[config.mk]
export PLATFORM = sky130hd
export DESIGN_NAME = fams_top
export DESIGN_NICKNAME = d
export VERILOG_FILES = /design/src/core/fams_pkg.sv /design/src/core/fams_wb_slave.sv /design/src/core/fams_top.sv
export SDC_FILE = /design/constraint.sdc
export NUM_CORES = 1
export LEC_CHECK = 0
export BUFFER_PORTS_ARGS = -buffer_cell sky130_fd_sc_hd__buf_4
export CAP_MARGIN = 20
export CORE_ASPECT_RATIO = 1.2
export CORE_UTILIZATION = 46
export CTS_CLUSTER_SIZE = 8
export DETAILED_ROUTE_END_ITERATION = 8
export HOLD_SLACK_MARGIN = 0.02
export PLACE_DENSITY = 0.72
export SLEW_MARGIN = 10
export SYNTH_ARGS = -nofsm -noshare
export SYNTH_HDL_FRONTEND = slang
export SYNTH_SLANG_ARGS = --single-unit
[constraint.sdc]
create_clock -name clk_i -period 1.6 [get_ports clk_i]
set_input_delay 0.32 -clock clk_i [delete_from_list [all_inputs] [get_ports clk_i]]
set_output_delay 0.32 -clock clk_i [all_outputs]
set_load 0.1 [all_outputs]
[src/core/fams_pkg.sv]
package fams_pkg;

    // Operating modes; all but user program are caught from the mode pins at reset release
    typedef enum logic [2:0] {
        FAMS_MODE_USER,
        FAMS_MODE_BOOT,
        FAMS_MODE_USER_PROG,
        FAMS_MODE_USER_BOOT,
        FAMS_MODE_PROGRAMMER
    } fams_mode_e;

    // Mode pin encodings (md pins plus programmer strap)
    localparam logic [2:0] MD_USER       = 3'h3;
    localparam logic [2:0] MD_BOOT       = 3'h1;
    localparam logic [2:0] MD_USER_BOOT  = 3'h2;
    localparam logic [2:0] MD_PROGRAMMER = 3'h4;

    // Array geometry
    localparam logic [17:0] MAIN_LAST_ADDR  = 18'h3FFFF;
    localparam logic [17:0] BOOT_SIZE_BYTES = 18'h02800;
    localparam int          PROG_UNIT_BYTES = 128;
    localparam int          PROG_UNIT_LSB   = 7;
    localparam int          EMU_BLOCK_COUNT = 8;
    localparam logic [17:0] EMU_AREA_END    = 18'h08000;

    // Register byte offsets
    localparam logic [7:0] REG_ARRAY_SEL = 8'h00;
    localparam logic [7:0] REG_STATUS    = 8'h04;
    localparam logic [7:0] REG_PE_CTRL   = 8'h08;
    localparam logic [7:0] REG_PE_ADDR   = 8'h0C;
    localparam logic [7:0] REG_EMU_CTRL  = 8'h10;
    localparam logic [7:0] REG_PROTECT   = 8'h14;

    // Array select key: boot array visible only with this value
    localparam logic [7:0] ARRAY_SEL_BOOT_KEY = 8'hAA;
    localparam logic [7:0] ARRAY_SEL_MAIN     = 8'h00;

    // Software protection key for programming enable
    localparam logic [7:0] PE_KEY = 8'hA5;

    // Field positions of the control/status words
    localparam int PE_CMD_PROG  = 0;
    localparam int PE_CMD_ERASE = 1;
    localparam int PE_TGT_BOOT  = 2;
    localparam int ST_BOOT_VIS  = 0;
    localparam int ST_PE_ALLOW  = 1;
    localparam int ST_ERR_PROT  = 2;
    localparam int ST_REJECT    = 3;
    localparam int ST_MODE_LSB  = 4;
    localparam int ST_VEC_LSB   = 8;

    // Startup vector source states
    typedef enum logic [1:0] {
        FAMS_VEC_EMBEDDED,
        FAMS_VEC_MAIN,
        FAMS_VEC_BOOT
    } fams_vec_e;

endpackage

[src/core/fams_wb_slave.sv]
`timescale 1ns/1ps
`default_nettype none
// Classic Wishbone slave front: one-cycle ack pulse per access
module fams_wb_slave (
    input  wire logic        clk_i,
    input  wire logic        rst_i,
    input  wire logic        cyc_i,
    input  wire logic        stb_i,
    input  wire logic        we_i,
    input  wire logic [7:0]  adr_i,
    input  wire logic [3:0]  sel_i,
    input  wire logic [31:0] dat_i,
    input  wire logic [31:0] rd_data_i,
    output logic             ack_o,
    output logic             wr_stb_o,
    output logic [7:0]       wr_adr_o,
    output logic [3:0]       wr_sel_o,
    output logic [31:0]      wr_dat_o,
    output logic [31:0]      dat_o
);
    typedef struct packed {
        logic        ack;
        logic        wr_stb;
        logic [7:0]  wr_adr;
        logic [3:0]  wr_sel;
        logic [31:0] wr_dat;
        logic [31:0] dat;
    } fams_wb_s;

    fams_wb_s st;
    fams_wb_s next_st;

    // Answer one cycle after the request; gap prevents double take
    always_comb begin
        next_st        = st;
        next_st.wr_stb = 1'b0;
        next_st.ack    = 1'b0;
        if (cyc_i && stb_i && !st.ack) begin
            next_st.ack    = 1'b1;
            next_st.wr_stb = we_i;
            next_st.wr_adr = adr_i;
            next_st.wr_sel = sel_i;
            next_st.wr_dat = dat_i;
            next_st.dat    = we_i ? 32'h0000_0000 : rd_data_i;
        end
    end

    always_ff @(posedge clk_i) begin
        if (rst_i) begin
            st <= '0;
        end else begin
            st <= next_st;
        end
    end

    assign ack_o    = st.ack;
    assign wr_stb_o = st.wr_stb;
    assign wr_adr_o = st.wr_adr;
    assign wr_sel_o = st.wr_sel;
    assign wr_dat_o = st.wr_dat;
    assign dat_o    = st.dat;
endmodule
`default_nettype wire

[src/core/fams_top.sv]
// Implementation choices: the Wishbone register port and the register addresses.
`timescale 1ns/1ps
`default_nettype none
// Overview of operation
// - Both arrays share one start address
// - Latched mode picks first visible array
// - Software bank-switches visible array
// - Normal user mode starts main array
// - User boot mode starts boot array
// - Normal user mode blocks program/erase
// - Program/erase only in four flash modes
// - Mode pins sampled in reset, applied after
// - Boot mode programs both arrays via serial
// - User boot mode programs main array only
// - Programmer mode programs both arrays
// - Reset start source follows the mode
// - Program data via RAM or serial
// - RAM overlay only user program/boot modes
// - Programming writes 128-byte units
// - Hardware, software and error protection
// - Boot array writable only boot/programmer
// - Reads beyond boot array are undefined
// - User boot vector: embedded then array
module fams_top (
    input  wire logic        clk_i,
    input  wire logic        rst_i,
    input  wire logic [2:0]  mode_pins_i,
    input  wire logic        prog_enter_i,
    input  wire logic        prog_done_i,
    input  wire logic        hw_protect_i,
    input  wire logic        wb_cyc_i,
    input  wire logic        wb_stb_i,
    input  wire logic        wb_we_i,
    input  wire logic [7:0]  wb_adr_i,
    input  wire logic [3:0]  wb_sel_i,
    input  wire logic [31:0] wb_dat_i,
    input  wire logic [17:0] fetch_addr_i,
    input  wire logic        vec_checked_i,
    output logic             wb_ack_o,
    output logic [31:0]      wb_dat_o,
    output logic             boot_visible_o,
    output logic [17:0]      array_addr_o,
    output logic             read_undef_o,
    output logic [1:0]       vec_source_o,
    output logic             serial_boot_en_o,
    output logic             emu_overlay_o,
    output logic             pe_strobe_o,
    output logic             pe_erase_o,
    output logic             pe_target_boot_o,
    output logic [17:0]      pe_addr_o
);
    typedef struct packed {
        logic [2:0]            pin_s1;
        logic [2:0]            pin_s2;
        logic [2:0]            pin_s3;
        logic [2:0]            pin_stable;
        logic                  pe_s1;
        logic                  pe_s2;
        logic                  pe_s3;
        logic                  pe_lvl;
        logic                  pd_s1;
        logic                  pd_s2;
        logic                  pd_s3;
        logic                  pd_lvl;
        logic                  hp_s1;
        logic                  hp_s2;
        logic                  hp_s3;
        logic                  hp_lvl;
        logic                  vc_s1;
        logic                  vc_s2;
        logic                  vc_s3;
        logic                  vc_lvl;
        logic                  in_reset;
        fams_pkg::fams_mode_e  mode;
        logic [7:0]            array_sel;
        fams_pkg::fams_vec_e   vec;
        logic [7:0]            pe_key;
        logic [17:0]           pe_addr;
        logic [7:0]            emu_ctrl;
        logic                  err_prot;
        logic                  reject;
        logic                  pe_strobe;
        logic                  pe_erase;
        logic                  pe_tgt_boot;
        logic                  boot_vis;
        logic [17:0]           arr_addr;
        logic                  undef;
        logic                  serial_en;
        logic                  emu_ov;
    } fams_state_s;

    fams_state_s st;
    fams_state_s next_st;

    logic        wr_stb;
    logic [7:0]  wr_adr;
    logic [3:0]  wr_sel;
    logic [31:0] wr_dat;
    logic [31:0] rd_data;

    // Decode a pin code into a mode; unknown codes fall back to user mode
    function automatic fams_pkg::fams_mode_e decode_mode(input logic [2:0] pins);
        fams_pkg::fams_mode_e m;
        m = fams_pkg::FAMS_MODE_USER;
        if (pins == fams_pkg::MD_BOOT) begin
            m = fams_pkg::FAMS_MODE_BOOT;
        end else if (pins == fams_pkg::MD_USER_BOOT) begin
            m = fams_pkg::FAMS_MODE_USER_BOOT;
        end else if (pins == fams_pkg::MD_PROGRAMMER) begin
            m = fams_pkg::FAMS_MODE_PROGRAMMER;
        end
        return m;
    endfunction

    // Is a program/erase of the given array allowed in this mode
    function automatic logic pe_allowed(input fams_pkg::fams_mode_e m, input logic boot_tgt);
        logic ok;
        ok = 1'b0;
        unique case (m)
            fams_pkg::FAMS_MODE_BOOT:       ok = 1'b1;
            fams_pkg::FAMS_MODE_PROGRAMMER: ok = 1'b1;
            fams_pkg::FAMS_MODE_USER_PROG:  ok = !boot_tgt;
            fams_pkg::FAMS_MODE_USER_BOOT:  ok = !boot_tgt;
            fams_pkg::FAMS_MODE_USER:       ok = 1'b0;
        endcase
        return ok;
    endfunction

    // Two-flop-agree filter on a synchronised pin
    function automatic logic settle(input logic s2, input logic s3, input logic cur);
        return (s2 == s3) ? s3 : cur;
    endfunction

    fams_wb_slave u_wb (
        .clk_i     (clk_i),
        .rst_i     (rst_i),
        .cyc_i     (wb_cyc_i),
        .stb_i     (wb_stb_i),
        .we_i      (wb_we_i),
        .adr_i     (wb_adr_i),
        .sel_i     (wb_sel_i),
        .dat_i     (wb_dat_i),
        .rd_data_i (rd_data),
        .ack_o     (wb_ack_o),
        .wr_stb_o  (wr_stb),
        .wr_adr_o  (wr_adr),
        .wr_sel_o  (wr_sel),
        .wr_dat_o  (wr_dat),
        .dat_o     (wb_dat_o)
    );

    // Register read mux; unmapped offsets read zero
    always_comb begin
        rd_data = 32'h0000_0000;
        unique case (wb_adr_i)
            fams_pkg::REG_ARRAY_SEL: rd_data[7:0] = st.array_sel;
            fams_pkg::REG_STATUS: begin
                rd_data[fams_pkg::ST_BOOT_VIS] = st.boot_vis;
                rd_data[fams_pkg::ST_PE_ALLOW] = pe_allowed(st.mode, 1'b0)
                                                 && st.pe_key == fams_pkg::PE_KEY;
                rd_data[fams_pkg::ST_ERR_PROT] = st.err_prot;
                rd_data[fams_pkg::ST_REJECT]   = st.reject;
                rd_data[fams_pkg::ST_MODE_LSB +: 3] = st.mode;
                rd_data[fams_pkg::ST_VEC_LSB +: 2]  = st.vec;
            end
            fams_pkg::REG_PE_CTRL:  rd_data[7:0]  = st.pe_key;
            fams_pkg::REG_PE_ADDR:  rd_data[17:0] = st.pe_addr;
            fams_pkg::REG_EMU_CTRL: rd_data[7:0]  = st.emu_ctrl;
            default:                rd_data = 32'h0000_0000;
        endcase
    end

    // Next-state logic for mode capture, selection and protection
    always_comb begin
        logic      is_boot_sel;
        logic      tgt_boot;
        logic      cmd_prog;
        logic      cmd_erase;
        logic      emu_ok;
        next_st = st;
        is_boot_sel = 1'b0;
        tgt_boot = 1'b0;
        cmd_prog = 1'b0;
        cmd_erase = 1'b0;
        emu_ok = 1'b0;

        // Pin synchronisers; only s2 vs s3 agreement is looked at
        next_st.pin_s1 = mode_pins_i;
        next_st.pin_s2 = st.pin_s1;
        next_st.pin_s3 = st.pin_s2;
        if (st.pin_s2 == st.pin_s3) begin
            next_st.pin_stable = st.pin_s3;
        end
        next_st.pe_s1 = prog_enter_i;
        next_st.pe_s2 = st.pe_s1;
        next_st.pe_s3 = st.pe_s2;
        next_st.pe_lvl = settle(st.pe_s2, st.pe_s3, st.pe_lvl);
        next_st.pd_s1 = prog_done_i;
        next_st.pd_s2 = st.pd_s1;
        next_st.pd_s3 = st.pd_s2;
        next_st.pd_lvl = settle(st.pd_s2, st.pd_s3, st.pd_lvl);
        next_st.hp_s1 = hw_protect_i;
        next_st.hp_s2 = st.hp_s1;
        next_st.hp_s3 = st.hp_s2;
        next_st.hp_lvl = settle(st.hp_s2, st.hp_s3, st.hp_lvl);
        next_st.vc_s1 = vec_checked_i;
        next_st.vc_s2 = st.vc_s1;
        next_st.vc_s3 = st.vc_s2;
        next_st.vc_lvl = settle(st.vc_s2, st.vc_s3, st.vc_lvl);

        next_st.in_reset = 1'b0;
        next_st.pe_strobe = 1'b0;

        if (st.in_reset) begin
            // First cycle after release: enter mode from sampled pins
            next_st.mode = decode_mode(st.pin_stable);
            unique case (decode_mode(st.pin_stable))
                fams_pkg::FAMS_MODE_USER_BOOT: begin
                    next_st.array_sel = fams_pkg::ARRAY_SEL_BOOT_KEY;
                    next_st.vec = fams_pkg::FAMS_VEC_EMBEDDED;
                end
                fams_pkg::FAMS_MODE_BOOT: begin
                    next_st.array_sel = fams_pkg::ARRAY_SEL_MAIN;
                    next_st.vec = fams_pkg::FAMS_VEC_EMBEDDED;
                end
                default: begin
                    next_st.array_sel = fams_pkg::ARRAY_SEL_MAIN;
                    next_st.vec = fams_pkg::FAMS_VEC_MAIN;
                end
            endcase
        end else begin
            // User boot start: refetch vector once registers are checked
            if (st.vec == fams_pkg::FAMS_VEC_EMBEDDED && st.vc_lvl
                && st.mode == fams_pkg::FAMS_MODE_USER_BOOT) begin
                next_st.vec = fams_pkg::FAMS_VEC_BOOT;
            end
            // User program mode lives from entry until its procedure ends
            if (st.mode == fams_pkg::FAMS_MODE_USER && st.pe_lvl) begin
                next_st.mode = fams_pkg::FAMS_MODE_USER_PROG;
            end else if (st.mode == fams_pkg::FAMS_MODE_USER_PROG && st.pd_lvl) begin
                next_st.mode = fams_pkg::FAMS_MODE_USER;
                next_st.pe_key = 8'h00;
            end

            if (wr_stb) begin
                unique case (wr_adr)
                    fams_pkg::REG_ARRAY_SEL: begin
                        if (wr_sel[0]) begin
                            next_st.array_sel = wr_dat[7:0];
                        end
                    end
                    fams_pkg::REG_PE_CTRL: begin
                        if (wr_sel[0]) begin
                            next_st.pe_key = wr_dat[7:0];
                        end
                    end
                    fams_pkg::REG_PE_ADDR: begin
                        // Low bits dropped: units start on 128-byte lines
                        next_st.pe_addr = {wr_dat[17:fams_pkg::PROG_UNIT_LSB],
                                           7'h00};
                    end
                    fams_pkg::REG_EMU_CTRL: begin
                        if (wr_sel[0]) begin
                            next_st.emu_ctrl = wr_dat[7:0];
                        end
                    end
                    fams_pkg::REG_PROTECT: begin
                        // Software clears error lock; a new error wins below
                        next_st.err_prot = 1'b0;
                        next_st.reject = 1'b0;
                    end
                    fams_pkg::REG_STATUS: begin
                        cmd_prog  = wr_dat[fams_pkg::PE_CMD_PROG];
                        cmd_erase = wr_dat[fams_pkg::PE_CMD_ERASE];
                        tgt_boot  = wr_dat[fams_pkg::PE_TGT_BOOT];
                    end
                    default: begin
                    end
                endcase
            end

            // Program/erase launch through three protection layers
            if (cmd_prog || cmd_erase) begin
                if (pe_allowed(st.mode, tgt_boot) && !st.hp_lvl
                    && st.pe_key == fams_pkg::PE_KEY && !st.err_prot
                    && !(cmd_prog && cmd_erase)) begin
                    next_st.pe_strobe   = 1'b1;
                    next_st.pe_erase    = cmd_erase;
                    next_st.pe_tgt_boot = tgt_boot;
                end else begin
                    next_st.reject = 1'b1;
                    if (cmd_prog && cmd_erase) begin
                        next_st.err_prot = 1'b1;
                    end
                end
            end
        end

        // Visible array: one of the two answers the shared window
        is_boot_sel = next_st.array_sel == fams_pkg::ARRAY_SEL_BOOT_KEY;
        next_st.boot_vis = is_boot_sel;
        next_st.arr_addr = fetch_addr_i & fams_pkg::MAIN_LAST_ADDR;
        next_st.undef = is_boot_sel && fetch_addr_i >= fams_pkg::BOOT_SIZE_BYTES;
        next_st.serial_en = next_st.mode == fams_pkg::FAMS_MODE_BOOT;
        emu_ok = next_st.mode == fams_pkg::FAMS_MODE_USER_PROG
                 || next_st.mode == fams_pkg::FAMS_MODE_USER_BOOT;
        next_st.emu_ov = emu_ok && next_st.emu_ctrl[0]
                         && fetch_addr_i < fams_pkg::EMU_AREA_END
                         && !is_boot_sel;
    end

    // Reset holds in_reset high so pins are caught at release
    always_ff @(posedge clk_i) begin
        if (rst_i) begin
            st          <= '0;
            st.in_reset <= 1'b1;
            st.mode     <= fams_pkg::FAMS_MODE_USER;
            st.vec      <= fams_pkg::FAMS_VEC_MAIN;
            st.pin_s1   <= next_st.pin_s1;
            st.pin_s2   <= next_st.pin_s2;
            st.pin_s3   <= next_st.pin_s3;
            st.pin_stable <= next_st.pin_stable;
        end else begin
            st <= next_st;
        end
    end

    assign boot_visible_o   = st.boot_vis;
    assign array_addr_o     = st.arr_addr;
    assign read_undef_o     = st.undef;
    assign vec_source_o     = st.vec;
    assign serial_boot_en_o = st.serial_en;
    assign emu_overlay_o    = st.emu_ov;
    assign pe_strobe_o      = st.pe_strobe;
    assign pe_erase_o       = st.pe_erase;
    assign pe_target_boot_o = st.pe_tgt_boot;
    assign pe_addr_o        = st.pe_addr;
endmodule
`default_nettype wire

==> results by group <==
Cells and area
  • Finished Cell Area: 7480 um2
  • Commonest non-fill, non-tap cell in the layout: buf_4
  • Most frequent cells in the layout: 160 x buf_4, 132 x dfxtp_1, 82 x nand2_1
  • Multi-input logic area: between 2000 and 2500 um2
  • Layout fillers: 956
  • Nets: 792
  • Layout cells sized above 1: roughly a third
  • Area Overhead vs Synth: 34.1%
  • Diodes inserted: 0
  • Register area: 2910 um2

Route
  • Routed Antenna Nets: 0
  • DRT Pass-1 Iters: 4
  • DR DRC count: 0
  • Final WL: roughly 13 mm
  • Via/cell ratio: 5.10
  • Vias post-DR: approximately 4.5k
  • Routed len/inst: 15.0 um
  • First DRT Iteration DRCs: 191

STA
  • Fmax: 592 MHz
  • RSZ-0062 raised after global routing: true
  • Clk_skew: roughly 7.3 ps
  • Setup TNS: -223 ps
  • Rel. slew slack: a little under three fifths
  • Least-Margin Pin Slew: about 650 ps
  • Crit path time final: 1690 ps
  • Hold WS: between 100 and 150 ps
  • Final hold violations: 0
  • Fin crit share: 106%
  • Count of final setup violators: 4
  • Fin. max-slew vios: 0
  • Final Worst Setup Slack: -90.6 ps

Clocking
  • Clock Tree Buf Depth: 2
  • CTS root buf: clkbuf_16
  • CTS tree: built
  • Num Clock Sinks: 143
  • Worst skew pair latency: 420 ps
  • Clock-pin slew of the registers on the worst-case setup and hold paths: 60 ps
  • TritonCTS Buffers: 17
  • H-tree depth: 4

Setup path
  • Crit start category: flip-flop
  • Crit path required time: 1900 ps
  • Worst setup EP type: flip-flop
  • Worst-path maximum fanout: 5
  • Critical path class: flip-flop to flip-flop
  • Worst EP arrival: 1990 ps

Global route
  • All-Layer GR Usage: 21.8%
  • GRT overflow: 0
  • Pin count of the biggest net entering global routing: 33
  • Vias in the first global route: 4430
  • Initial antenna violation count: 0
  • First-pass GRT wire length: 20.9 mm

Pwr
  • Leak Pwr: about 3.2 nW
  • Tot Pwr: 8.65 mW
  • Pwr Density: 1160 nW/um2
  • Largest vdd supply drop: between 0.0006 and 0.0007 V

Synth
  • Yosys reg bits: 143
  • Register area share after synthesis: between 50 and 60%
  • Yosys cell types: 53
  • Mapped Cells: 589
  • Mapped Area: 5580 um2
  • Number of synthesis warnings: 0
  • Synthesized area per cell: ~9.5 um2
  • Asr flop ratio synth: 0%
  • Main synth FF type: dfxtp_1
  • EDFF count, synth: 3

Die
  • Die Y-Extent: 123 um
  • # rows: between 40 and 50
  • IO Count: 152
  • Die width: 103 um
  • Initial core utilization: 47.8%
  • Die area: 12600 um2
  • CORE AREA: 11700 um2

Placement
  • Placed cell areas: 6600 um2
  • GPL Wtd Cong: 0.902
  • Buffers on Ports: 113
  • Worst slack at placement: -389 ps
  • Post-DP HPWL: 9.67 mm

Run status
  • Status: complete, but fails checks
  • Violations in the final reports: negative setup slack

Run
  • # Max-Cap Violations: 0

Worst hold path
  • Worst Hold Class: input port to flip-flop
## final timing paths
check | startpoint | end | slack, ps | cells after the start
hold / removal | vec_checked_i | next_st[77] | 110 | 2
setup / recovery | st[54] | pe_erase_o | -90 | 6
hold reg to reg | next_st[98] | next_st[95] | 330 | 0
setup reg to reg | st[54] | pe_erase_o | -90 | 6
## per-stage QoR
step	std cells	utilization, %
floorplan	609	-
global placement	849	56.5
detailed placement	849	56.5
CTS	886	62.7
global route	888	64.1
finish	888	64.1
## power breakdown
group	internal [mW]	switching [mW]
logic	0.286	0.677
clock network	2.45	1.50
registers	3.67	0.0613
## synthesized netlist by cell type, types with 2 or more instances
| cell | instances | share of area, % |
|---|---|---|
| o311a_1 | 2 | 0.36 |
| a31o_1 | 2 | 0.31 |
| nand3_1 | 13 | 1.2 |
| buf_2 | 5 | 0.45 |
| edfxtp_1 | 3 | 1.6 |
| nor2_1 | 35 | 2.4 |
| nand3b_1 | 3 | 0.40 |
| nand2_1 | 87 | 5.9 |
| a32o_1 | 2 | 0.36 |
| nand2b_1 | 2 | 0.22 |
| or3_1 | 2 | 0.22 |
| a22oi_1 | 10 | 1.3 |
| dfxtp_1 | 140 | 50 |
| xor2_1 | 3 | 0.47 |
| nor2b_1 | 37 | 4.2 |
| o2bb2ai_1 | 6 | 0.94 |
| a21oi_1 | 56 | 5.0 |
| nor3_1 | 4 | 0.36 |
| a2bb2oi_1 | 14 | 2.2 |
| o21ai_0 | 9 | 0.81 |
| and4b_1 | 3 | 0.54 |
| mux2i_1 | 28 | 5.0 |
| buf_1 | 3 | 0.20 |
| clkbuf_1 | 22 | 1.5 |
| o31ai_1 | 2 | 0.27 |
| nor4bb_1 | 4 | 0.72 |
| nand4_1 | 9 | 1.0 |
| inv_1 | 5 | 0.34 |
| buf_4 | 52 | 7.0 |
| or2_2 | 2 | 0.22 |
| and3_1 | 2 | 0.22 |
## metal layers
layer  track usage (%)  vias up  part of all wire (%)
li1                  -     2223                     -
met1              25.1     2122                    41
met2              38.0      154                    50
met3              5.18       27                   6.4
met4              9.91        0                   2.4
met5                 0        -                     0
## what timing repair did
item                                    4_1_cts  5_1_grt
buffers inserted                              2        2
endpoints found under the setup margin       20       32
hold buffers                                  3        0
hold endpoints to repair                      3        0
resized for setup                            20       32
pin swaps                                     3       19
## critical path, stage by stage, from the launching register on
cell and delay [ps]:
dfxtp_2 330, nor4bb_4 320, buf_4 160, nand4_1 100
buf_6 160, o311a_1 310, a31o_1 190
## area by class of cell
type | instances | area share (%)
Sequential cell | 143 | 38.9
Tap cell | 157 | 2.63
Timing Repair Buffer | 172 | 18.1
Multi-Input combinational cell | 379 | 32.2
Clock buffer | 19 | 5.79
Clock inverter | 13 | 2.19
Inverter | 5 | 0.251
## cell families (layout without fill, tap and decap cells)
kind of cell / Yosys count / after routing / synth area share (%)
buffers and inverters: 87 / 209 / 9.47
flip-flops: 143 / 143 / 51.9
AND/OR/NAND/NOR: 215 / 215 / 19.9
XOR/XNOR: 4 / 4 / 0.628
multiplexers: 29 / 29 / 5.27
other: 1 / 21 / 0.0672
AO/OA/AOI/OAI: 110 / 110 / 12.8
## sequential cells by signal (all words and copies together) (netlist names), 2 cells and up
register and flops:
pe_addr_o 11, array_addr_o 18, u_wb.dat_o 18, vec_source_o 2
u_wb.wr_adr_o 8, st 44, next_st 14, u_wb.wr_dat_o 18
Note: power is estimated with default switching activity, not from simulation.
